File: config.mk
export PLATFORM = sky130hd
export DESIGN_NAME = ecs_clock_ctl
export DESIGN_NICKNAME = d
export VERILOG_FILES = /design/src/rtl/ecs_pkg.sv /design/src/rtl/ecs_pin_sync.sv /design/src/rtl/ecs_clock_ctl.sv
export SDC_FILE = /design/constraint.sdc
export NUM_CORES = 1
export LEC_CHECK = 0
export ABC_AREA = 1
export BUFFER_PORTS_ARGS = -buffer_cell sky130_fd_sc_hd__buf_2
export CAP_MARGIN = 5
export CORE_MARGIN = 3
export CORE_UTILIZATION = 50
export DETAILED_ROUTE_END_ITERATION = 12
export PLACE_DENSITY = 0.75
export SYNTH_ARGS = -nofsm -noshare
export SYNTH_HDL_FRONTEND = slang
export SYNTH_SLANG_ARGS = --single-unit
File: constraint.sdc
create_clock -name ref_clk -period 1.8 [get_ports ref_clk]
set_clock_uncertainty 0.15 [all_clocks]
set_input_delay 0.27 -clock ref_clk [delete_from_list [all_inputs] [get_ports ref_clk]]
set_output_delay 0.27 -clock ref_clk [all_outputs]
set_load 0.1 [all_outputs]
File: src/rtl/ecs_pkg.sv
// Shared constants and types for the external oscillator clock select block.
package ecs_pkg;

  // Register byte offsets on the APB slave.
  localparam logic [7:0] OFS_EXT_CTL = 8'h00;
  localparam logic [7:0] OFS_INT_CTL = 8'h04;

  // Values after reset.
  localparam logic [7:0] EXT_CTL_RST = 8'h00;
  localparam logic [7:0] INT_CTL_RST = 8'h14;

  // Field positions in the external-oscillator control register.
  localparam int EXT_VALID_BIT = 7;
  localparam int EXT_MODE_LSB = 4;
  localparam int EXT_RSV_BIT = 3;
  localparam int EXT_RANGE_LSB = 0;

  // Field positions in the internal-oscillator control register.
  localparam int INT_READY_BIT = 4;
  localparam int INT_SEL_BIT = 3;
  localparam int INT_EN_BIT = 2;
  localparam int INT_DIV_LSB = 0;

  // Oscillator mode codes; off is 00x.
  localparam logic [2:0] MODE_CMOS = 3'h2;
  localparam logic [2:0] MODE_CMOS_D2 = 3'h3;
  localparam logic [2:0] MODE_RC_D2 = 3'h4;
  localparam logic [2:0] MODE_CAP_D2 = 3'h5;
  localparam logic [2:0] MODE_XTAL = 3'h6;
  localparam logic [2:0] MODE_XTAL_D2 = 3'h7;
  localparam logic [1:0] MODE_GRP_OFF = 2'h0;
  localparam logic [1:0] MODE_GRP_XTAL = 2'h3;

  // Internal divider terminal counts for codes 00, 01, 10, 11.
  localparam logic [2:0] DIV8_LAST = 3'h7;
  localparam logic [2:0] DIV4_LAST = 3'h3;
  localparam logic [2:0] DIV2_LAST = 3'h1;
  localparam logic [2:0] DIV1_LAST = 3'h0;

  // Timing at the 250 MHz reference clock.
  localparam int CLK_PERIOD_PS = 4000;
  localparam int INT_START_NS = 100;
  localparam int INT_START_CYC =
    (INT_START_NS * 1000 + CLK_PERIOD_PS - 1) / CLK_PERIOD_PS;
  localparam logic [15:0] XTAL_SETTLE_EDGES = 16'h0100;
  localparam logic [11:0] XTAL_GAP_LIMIT = 12'hFFF;

  typedef enum logic [1:0] {
    SRC_INT,
    SRC_EXT,
    SRC_WAIT
  } ecs_src_t;

  typedef struct packed {
    logic [2:0] mode;
    logic [2:0] range;
  } ecs_ext_ctl_t;

  typedef struct packed {
    logic sel_ext;
    logic int_en;
    logic [1:0] div;
  } ecs_int_ctl_t;

  typedef struct packed {
    logic claim_a;
    logic claim_b;
  } ecs_pins_t;

endpackage

File: src/rtl/ecs_pin_sync.sv
// Three-stage pin synchroniser with a rising-edge pulse.
`timescale 1ns/1ns
module ecs_pin_sync
  import ecs_pkg::*;
(
  // Clock and reset
  input wire logic ref_clk,
  input wire logic rst,
  // Pin and result
  input wire logic pin_in,
  output logic rise_q
);

  typedef struct packed {
    logic s1;
    logic s2;
    logic s3;
    logic level;
    logic rise;
  } ecs_sync_t;

  ecs_sync_t q;
  ecs_sync_t d;

  // A change counts only once the second and third stages agree.
  always_comb begin
    d = q;
    d.s1 = pin_in;
    d.s2 = q.s1;
    d.s3 = q.s2;
    d.rise = 1'b0;
    if (q.s2 == q.s3) begin
      d.level = q.s3;
      d.rise = q.s3 && !q.level;
    end
  end

  always_ff @(posedge ref_clk) begin
    if (rst) begin
      q <= '0;
    end else begin
      q <= d;
    end
  end

  assign rise_q = q.rise;

endmodule

File: src/rtl/ecs_clock_ctl.sv
// External oscillator control, clock source select and APB registers.
//
// How it works
// - System clock from external when select is 1 and external runs; stays external while internal is off.
// - External ticks always offered to peripherals.
// - Source switch only once target oscillator runs.
// - One write enables and selects internal oscillator.
// - Hardware sets crystal-valid once oscillator settled.
// - Valid bit 7 reads zero outside crystal modes.
// - Mode field bits 6-4 decoded per code.
// - Range field bits 2-0 drives oscillator bias.
// - Bit 3 reads zero, writes ignored.
// - Crystal modes claim both crystal pins.
// - Other running modes claim pin b only.
// - Select bit 3: 0 internal, 1 external.
// - Bit 2 enables the internal oscillator.
// - Internal divider: 00/8, 01/4, 10/2, 11/1.
//
// Implementation choices: the APB register port and the register addresses.
`timescale 1ns/1ns
module ecs_clock_ctl
  import ecs_pkg::*;
(
  // Clock and reset
  input wire logic ref_clk,
  input wire logic rst,
  // APB slave
  input wire logic psel,
  input wire logic penable,
  input wire logic pwrite,
  input wire logic [7:0] paddr,
  input wire logic [31:0] pwdata,
  output logic [31:0] prdata,
  output logic pready,
  output logic pslverr,
  // Oscillator pin
  input wire logic crystal_pin_b_in,
  // Oscillator drive and pin ownership
  output logic [2:0] ext_osc_freq_range,
  output logic [2:0] ext_osc_mode_field,
  output logic internal_osc_enable,
  output logic crystal_pin_a_claim,
  output logic crystal_pin_b_claim,
  // Clock enables
  output logic system_clock_en,
  output logic periph_ext_clock_en
);

  typedef struct packed {
    ecs_ext_ctl_t ext;
    ecs_int_ctl_t ictl;
    ecs_src_t src;
    logic [2:0] div_cnt;
    logic ext_half;
    logic [15:0] edge_cnt;
    logic [11:0] gap_cnt;
    logic xvalid;
    logic [7:0] start_cnt;
    logic irdy;
    logic [31:0] prdata;
    logic pready;
    logic pslverr;
    logic sys_en;
    logic per_en;
    ecs_pins_t pins;
  } ecs_state_t;

  ecs_state_t q;
  ecs_state_t d;
  logic ext_rise;
  logic [2:0] div_last;
  logic int_tick;
  logic ext_tick;
  logic xtal_mode;
  logic ext_on;
  logic div2_mode;
  logic acc;
  logic wr_ext;
  logic wr_int;
  logic hit;

  ecs_pin_sync u_sync (
    .ref_clk(ref_clk),
    .rst(rst),
    .pin_in(crystal_pin_b_in),
    .rise_q(ext_rise)
  );

  always_comb begin
    case (q.ictl.div)
      2'b00: div_last = DIV8_LAST;
      2'b01: div_last = DIV4_LAST;
      2'b10: div_last = DIV2_LAST;
      default: div_last = DIV1_LAST;
    endcase
  end

  assign xtal_mode = (q.ext.mode[2:1] == MODE_GRP_XTAL);
  assign ext_on = (q.ext.mode[2:1] != MODE_GRP_OFF);
  // Only plain CMOS and plain crystal skip the divide-by-two stage.
  assign div2_mode = (q.ext.mode != MODE_CMOS) && (q.ext.mode != MODE_XTAL);
  assign int_tick = q.ictl.int_en && (q.div_cnt == div_last);
  assign ext_tick = ext_on && ext_rise && (!div2_mode || q.ext_half);
  assign acc = psel && penable && q.pready;
  assign hit = (paddr == OFS_EXT_CTL) || (paddr == OFS_INT_CTL);
  assign wr_ext = acc && pwrite && (paddr == OFS_EXT_CTL);
  assign wr_int = acc && pwrite && (paddr == OFS_INT_CTL);

  always_comb begin
    d = q;
    // APB: one wait state, answer on the second access cycle.
    d.pready = psel && penable && !q.pready;
    d.pslverr = psel && penable && !q.pready && !hit;
    d.prdata = '0;
    if (psel && penable && !q.pready && !pwrite) begin
      if (paddr == OFS_EXT_CTL) begin
        d.prdata[EXT_VALID_BIT] = q.xvalid && xtal_mode;
        d.prdata[EXT_MODE_LSB +: 3] = q.ext.mode;
        d.prdata[EXT_RSV_BIT] = 1'b0;
        d.prdata[EXT_RANGE_LSB +: 3] = q.ext.range;
      end else if (paddr == OFS_INT_CTL) begin
        d.prdata[INT_READY_BIT] = q.irdy;
        d.prdata[INT_SEL_BIT] = q.ictl.sel_ext;
        d.prdata[INT_EN_BIT] = q.ictl.int_en;
        d.prdata[INT_DIV_LSB +: 2] = q.ictl.div;
      end
    end
    if (wr_ext) begin
      d.ext.mode = pwdata[EXT_MODE_LSB +: 3];
      d.ext.range = pwdata[EXT_RANGE_LSB +: 3];
    end
    if (wr_int) begin
      // Enable and select land together in one write.
      d.ictl.sel_ext = pwdata[INT_SEL_BIT];
      d.ictl.int_en = pwdata[INT_EN_BIT];
      d.ictl.div = pwdata[INT_DIV_LSB +: 2];
    end

    // Internal divider runs only while the internal oscillator is on.
    if (!q.ictl.int_en || int_tick || q.div_cnt > div_last) begin
      d.div_cnt = 3'h0;
    end else begin
      d.div_cnt = q.div_cnt + 3'h1;
    end
    if (!q.ictl.int_en) begin
      d.start_cnt = '0;
      d.irdy = 1'b0;
    end else if (q.start_cnt == 8'(INT_START_CYC)) begin
      d.irdy = 1'b1;
    end else begin
      d.start_cnt = q.start_cnt + 8'h01;
    end

    if (!ext_on) begin
      d.ext_half = 1'b0;
    end else if (ext_rise) begin
      d.ext_half = !q.ext_half;
    end

    // Crystal settle detector: enough edges with no long gap.
    if (!xtal_mode) begin
      d.edge_cnt = '0;
      d.gap_cnt = '0;
      d.xvalid = 1'b0;
    end else if (ext_rise) begin
      d.gap_cnt = '0;
      if (q.edge_cnt != XTAL_SETTLE_EDGES) begin
        d.edge_cnt = q.edge_cnt + 16'h0001;
      end else begin
        d.xvalid = 1'b1;
      end
    end else if (q.gap_cnt == XTAL_GAP_LIMIT) begin
      d.edge_cnt = '0;
      d.xvalid = 1'b0;
    end else begin
      d.gap_cnt = q.gap_cnt + 12'h001;
    end

    d.per_en = ext_tick;
    d.sys_en = 1'b0;
    // A change waits for the new source's first whole tick and drops the
    // old one, so no shortened period reaches the system clock.
    case (q.src)
      SRC_INT: begin
        d.sys_en = int_tick;
        if (q.ictl.sel_ext && ext_on) begin
          d.src = SRC_WAIT;
          d.sys_en = 1'b0;
        end
      end
      SRC_EXT: begin
        d.sys_en = ext_tick;
        if (!q.ictl.sel_ext && q.ictl.int_en) begin
          d.src = SRC_WAIT;
          d.sys_en = 1'b0;
        end
      end
      SRC_WAIT: begin
        if (q.ictl.sel_ext && ext_tick) begin
          d.src = SRC_EXT;
          d.sys_en = 1'b1;
        end else if (!q.ictl.sel_ext && int_tick) begin
          d.src = SRC_INT;
          d.sys_en = 1'b1;
        end
      end
      default: d.src = SRC_INT;
    endcase

    d.pins.claim_a = xtal_mode;
    d.pins.claim_b = ext_on;
  end

  always_ff @(posedge ref_clk) begin
    if (rst) begin
      q <= '0;
      q.ext.mode <= EXT_CTL_RST[EXT_MODE_LSB +: 3];
      q.ext.range <= EXT_CTL_RST[EXT_RANGE_LSB +: 3];
      q.ictl <= ecs_int_ctl_t'(INT_CTL_RST[3:0]);
      // The internal oscillator runs out of reset, so it reads as ready.
      q.start_cnt <= 8'(INT_START_CYC);
      q.irdy <= INT_CTL_RST[INT_READY_BIT];
      q.src <= SRC_INT;
    end else begin
      q <= d;
    end
  end

  assign prdata = q.prdata;
  assign pready = q.pready;
  assign pslverr = q.pslverr;
  assign ext_osc_freq_range = q.ext.range;
  assign ext_osc_mode_field = q.ext.mode;
  assign internal_osc_enable = q.ictl.int_en;
  assign crystal_pin_a_claim = q.pins.claim_a;
  assign crystal_pin_b_claim = q.pins.claim_b;
  assign system_clock_en = q.sys_en;
  assign periph_ext_clock_en = q.per_en;
endmodule

==> flow_summary.toml, run 1 <==
[run_status]
status = "complete, no violations"

[routing]
drc_errors = 0
ant_nets = 0
viasPerCell = 5.008
first_pass_iters = 4
drt_iter0_markers = 124
routedWlPerCell_um = 11.58
wirelength_um = 7586
vias = 3280

[worst_setup_path]
required_ps = 1380
cp_top_family = "buffers and inverters"
slowest_delay_ps = 470
slowest_stage = "buf_2"
crit_path_end_kind = "output pin"
critPathBufInv = 1
cp_max_fo = 6
cp-start-kind = "register"
cp.arrival_ps = 1260
crit_chain = "buf_2"
path_class = "reg2out"

[placement]
hpwlAfterDp_um = 5722
io_buffers = 41
post_dp_cell_area_sq_um = 3990
gp_congestion = 0.8888

[power]
clockPowerShare_pct = 39.9
p_sw_share_pct = 28.48
power_frac_seq_pct = 47.7
netSwitchingPower_mw = 1.009
p_per_area_nw_per_um2 = 839.6
combPwrFrac_pct = 12.4
ir_worst_vdd_mv = 0.4716
intPower_mw = 2.533
p_leak_nw = 1.732

[sta]
drv_slew = 0
period_needed_ps = 1680
tns_ps = 0
setup_violations = 0
hold_viol_final = 0
timing.fmax_mhz = 595.1
fin_crit_sh_pct = 93.35
rsz0062_at_grt = "no"

[synthesis]
synth.ff_latch_count = 73
synth-simple-area-share_pct = 31.55
synth_edf_count = 0
synthAdderAreaFrac_pct = 2.928
async_reset_ff_share_pct = 0
synth_top_family_by_area = "simple AND/OR/NAND/NOR gates"
synth_area_sq_um = 3846
synth-xor-area-share_pct = 2.505
syn_inst = 511
synth_compound_area_share_pct = 10.47
yosysSeqAreaShare_pct = 38.00
synth_flop_cell = "dfxtp_1"
yosysUniqueCellTypes = 35
avgSynthCellArea_sq_um = 7.527
synth.area.mux_share_pct = 0
yosys_warnings = 0

[cells_and_area]
antennaDiodeCount = 0
postLayoutCellArea_sq_um = 4219
n_fill_cell = 712
final_layout_size_suffix_gt1_share_pct = 20.86
fin_util_pct = 57.25
syn_to_final_growth_pct = 9.694
final_nets = 606

[cts]
root_buffer = "clkbuf_8"
cts_buffers = 9
clkSinkCount = 73
h-tree-depth = 3
clockBufferDepth = 2
path_clk_slew_ps = 80
clock_latency_ps = 350
cts_setup_buffers = 0
cts-resized-gates = 0
cts_tree = "built"

[floorplanning]
die_width_um = 93.71
die_h_um = 93.71
start_util_pct = 52.19
design.core.area_sq_um = 7370
ioPinCount = 91
die_area_sq_um = 8781
rows = 31

[min_path]
hold_path_class = "in2reg"

[job]
max-cap-violations = 0

[global_routing]
grt_util_all_layers_pct = 18.56
grt_pass1_vias = 3048
grt_antenna_before_repair = 0
grt_max_degree = 18
grt_pass1_wl_um = 13230
grt_overflow = 0
-- cells by family (layout without fill, tap and decap cells) --
logic type,after synthesis,count (layout)
adders and majority gates,9,9
and+or+nand+nor,249,249
xor gates and xnor gates,11,11
DFF,73,73
AOI/OAI and AO/OA,69,69
other,1,24
buffers and inverters,99,121
-- flip-flops by register name (all words and copies together) (netlist names) --
register	cells
crystal_pin_b_claim	1
q	47
ext_osc_mode_field	3
pslverr	1
pready	1
ext_osc_freq_range	3
u_sync.q	2
u_sync.d	2
internal_osc_enable	1
u_sync.rise_q	1
crystal_pin_a_claim	1
prdata	8
periph_ext_clock_en	1
system_clock_en	1
-- power groups by stage --
| stage | Combinational (mW) | Sequential, mW | Clock [mW] |
|---|---|---|---|
| finish | 0.440 | 1.69 | 1.41 |
| global route | 0.478 | 1.70 | 1.52 |
| CTS | 0.440 | 1.69 | 1.45 |
| detailed placement | 0.437 | 1.73 | 0 |
| global placement | 0.428 | 1.72 | 0 |
| floorplan | 0.403 | 1.73 | 0 |
-- final timing paths --
kind	start	to	slack (ps)	cells after the start
setup / recovery	ext_osc_mode_field[1]	ext_osc_mode_field[1]	120	1
hold / removal	pwdata[2]	internal_osc_enable	30	3
setup reg to reg	q[60]	q[68]	170	7
hold reg to reg	u_sync.d[3]	u_sync.d[2]	260	2
-- timing repair --
action,CTS,global route
hold buffers,1,0
hold endpoints to repair,1,0
setup endpoints to repair,0,0
-- metal layers --
metal | routed length [um] | track usage (%) | up-vias
li1 | - | - | 1680
met1 | 3395 | 23.35 | 1510
met2 | 3647 | 29.69 | 78
met3 | 387 | 4.808 | 12
met4 | 156 | 8.544 | 0
met5 | 0 | 0 | -
-- cells in the mapped netlist, types with 2 or more instances --
master	number	area share (%)
nor3_1	6	0.78
buf_4	38	7.4
nand3_2	13	3.4
o21ai_0	22	2.9
o211ai_1	2	0.39
nand4_1	8	1.3
buf_6	3	0.88
or2_2	6	0.98
nor2_1	62	6.1
a21oi_1	29	3.8
xnor2_1	4	0.91
inv_1	49	4.8
nand2_1	89	8.7
buf_2	2	0.26
clkbuf_1	4	0.39
nor2_2	9	1.5
inv_2	2	0.20
a21oi_2	10	2.3
ha_1	9	2.9
o21bai_1	3	0.59
nor2_4	3	0.88
nand3_1	47	6.1
xor2_1	7	1.6
dfxtp_1	73	38
-- final cells by class --
cell class | instances | area, sq um | share of cell area (%)
inverters | 51 | 191.4 | 4.537
clock buffers | 10 | 127.6 | 3.025
multi-input cells | 362 | 1916 | 45.40
well taps | 99 | 123.9 | 2.936
repair buffers | 54 | 305.3 | 7.236
clock inverters | 6 | 91.34 | 2.165
flip-flops and latches | 73 | 1464 | 34.70
-- placed cells by master (no fill, tap or decap), types with 3 or more instances in the layout --
cell type  count
o21bai_1       3
nor2_4         3
xnor2_1        4
nand2_1       89
ha_1           9
inv_1         49
nand4_1        8
or2_2          6
conb_1        24
buf_4         12
clkbuf_8       9
a21oi_1       29
nand3_2       13
a21oi_2       10
nor2_2         9
xor2_1         7
o21ai_0       22
nand3_1       47
nor3_1         6
buf_2         41
dfxtp_1       71
nor2_1        62
-- stage by stage --
stage	setup slack (ps)	power (mW)	cells	hold WS [ps]
floorplan	146.6	2.136	534	227.0
global placement	263.2	2.152	638	246.6
detailed placement	183.5	2.164	638	253.9
CTS	89.49	3.582	655	6.835
global route	57.97	3.695	655	40.94
finish	119.6	3.542	655	28.65
Note: power is estimated with default switching activity, not from simulation.
==> run 2: changes to the inputs <==
--- a/config.mk
+++ b/config.mk
@@ -14,4 +14,5 @@
 export PLACE_DENSITY = 0.75
 export SYNTH_ARGS = -nofsm -noshare
 export SYNTH_HDL_FRONTEND = slang
+export SYNTH_HIERARCHICAL = 1
 export SYNTH_SLANG_ARGS = --single-unit
==> run 2 against run 1 <==
  * Combinational power decreased by 9.8%
  * Largest power group unchanged
  * Final area fell by 1.0%
  * Flip-flop and latch count unchanged
  * Clock-buffer cell count unchanged
==> flow_summary.toml, run 2 <==
[placement]
io_buffers = 41
gp_congestion = 0.8879
hpwlAfterDp_um = 5801
post_dp_cell_area_sq_um = 3936

[worst_setup_path]
required_ps = 1380
worst_r2r_endpoint = "q[68]"
rr_startpoint = "q[48]"
path_class = "reg2out"
reg2regPathDepth = 7
cp_max_fo = 5
r2r_setup_slack_ps = 170
crit_path_end_kind = "output pin"
cp-start-kind = "register"
crit_chain = "buf_2"
cp_top_family = "buffers and inverters"
slowest_delay_ps = 470
slowest_stage = "buf_2"
cp.arrival_ps = 1240
critPathBufInv = 1

[synthesis]
yosys_warnings = 6
yosysUniqueCellTypes = 39
synth_area_sq_um = 3790
yosys.cell_count.top_type = "nand2_1"
synth_flop_cell = "dfxtp_1"
avgSynthCellArea_sq_um = 7.446
synth.ff_latch_count = 73
yosys-top-cells-area = "dfxtp_1 (39%), nand2_1 (9.1%), buf_4 (7.5%), nor2_1 (6.5%), nand3_1 (5.3%)"
synth_top_area_share_pct = 38.56
yosysSeqAreaShare_pct = 38.56
syn_inst = 509
synth_edf_count = 0
synthTopCellsByCount = "nand2_1 (92), dfxtp_1 (73), nor2_1 (66)"
yosys.area.top_type = "dfxtp_1"
async_reset_ff_share_pct = 0

[job]
max-cap-violations = 0

[global_routing]
grt_overflow = 0
grt_max_degree = 18
grt_pass1_vias = 3004
grt_util_all_layers_pct = 18.58
grt_antenna_before_repair = 0
grt_pass1_wl_um = 13030

[sta]
setup_violations = 0
period_needed_ps = 1662
hold_viol_final = 0
rsz0062_at_grt = "no"
hold_ws_ps = 19.74
fin_crit_sh_pct = 92.36
timing.fmax_mhz = 601.5
drv_slew = 0
tns_ps = 0

[routing]
drc_errors = 0
wl_met3_um = 405
routedWlPerCell_um = 11.98
first_pass_iters = 4
drt_iter0_markers = 135
highest_layer = "met4"
ant_nets = 0
wl_met2_um = 3870
wl_met1_um = 3460
vias = 3223
viasPerCell = 4.936
wirelength_um = 7824

[cells_and_area]
postLayoutCellArea_sq_um = 4177
final_layout_size_suffix_gt1_share_pct = 20.22
fin_util_pct = 57.28
final_nets = 604
antennaDiodeCount = 0
regArea_sq_um = 1464
top_register = "q"
largest_reg_flops = 47
layout.cells.most_common = "nand2_1"
n_fill_cell = 723
final_cell_mix = "nand2_1 (92), dfxtp_1 (71), nor2_1 (65)"
multi_input_area_sq_um = 1888
syn_to_final_growth_pct = 10.20

[power]
power_frac_seq_pct = 48.7
p_per_area_nw_per_um2 = 821.1
intPower_mw = 2.413
p_leak_nw = 1.721
clockPowerShare_pct = 39.7
ir_worst_vdd_mv = 0.6421
finalPower_mw = 3.429
combPwrFrac_pct = 11.6
p_sw_share_pct = 29.65
netSwitchingPower_mw = 1.017

[run_status]
status = "complete, no violations"

[cts]
root_buffer = "clkbuf_8"
path_clk_slew_ps = 90
clkSinkCount = 73
cts_buffers = 9
clock_latency_ps = 350
cts_tree = "built"
h-tree-depth = 3
cts_setup_buffers = 0
clockBufferDepth = 2

[floorplanning]
die_width_um = 93.06
design.core.area_sq_um = 7292
start_util_pct = 51.97
die_h_um = 93.06
ioPinCount = 91
die_area_sq_um = 8660
rows = 31

[min_path]
hold_end = "pslverr"
hold_depth = 3
min_from = "paddr[1]"
hold_path_class = "in2reg"
-- run 2: cell families (layout without fill, tap and decap cells) --
logic type      after synthesis  count (layout)  synth area share (%)
simple gates                244             244                 30.17
compound gates               75              75                 11.72
buf+inv                      98             120                 14.39
other cells                   1              24               0.09895
xor+xnor                      9               9                 2.080
flops                        73              73                 38.56
fa+ha+maj                     9               9                 2.971
-- run 2: final cells by class --
type | count | area share [%]
clock buffer | 10 | 3.295
inverter | 51 | 4.584
tap | 99 | 2.966
timing repair buffer | 53 | 7.130
sequential | 73 | 35.05
clock inverter | 6 | 1.768
multi-input combinational | 361 | 45.21
-- run 2: metrics by stage --
step | cells | setup WS (ps)
global route | 653 | 32.65
global placement | 636 | 175.2
CTS | 653 | 115.1
finish | 653 | 137.5
floorplan | 532 | 132.8
detailed placement | 636 | 141.0
-- run 2: how the worst max path moves through the flow --
| stage | startpoint | end | cells after the start |
|---|---|---|---|
| CTS | ext_osc_mode_field[1] | ext_osc_mode_field[1] | 1 |
| global route | q[48] | q[68] | 7 |
| floorplan | internal_osc_enable | q[77] | 6 |
| finish | ext_osc_mode_field[1] | ext_osc_mode_field[1] | 1 |
| global placement | q[60] | q[68] | 9 |
| detailed placement | q[48] | q[68] | 7 |
-- run 2: per-layer routing --
layer | track usage (%) | vias up
met5 | 0 | -
met4 | 7.326 | 0
met3 | 5.229 | 9
met2 | 31.07 | 74
met1 | 22.54 | 1462
li1 | - | 1678
-- run 2: what timing repair did --
item	CTS	global route
hold buffers	1	0
resized for setup	0	4
endpoints found under the setup margin	0	5
endpoints found under the hold margin	1	0
-- run 2: power groups by stage --
stage / combinational, mW / clock, mW / sequential, mW
global placement: 0.389 / 0 / 1.71
detailed placement: 0.394 / 0 / 1.71
finish: 0.397 / 1.36 / 1.67
CTS: 0.397 / 1.39 / 1.67
global route: 0.425 / 1.45 / 1.67
floorplan: 0.368 / 0 / 1.72
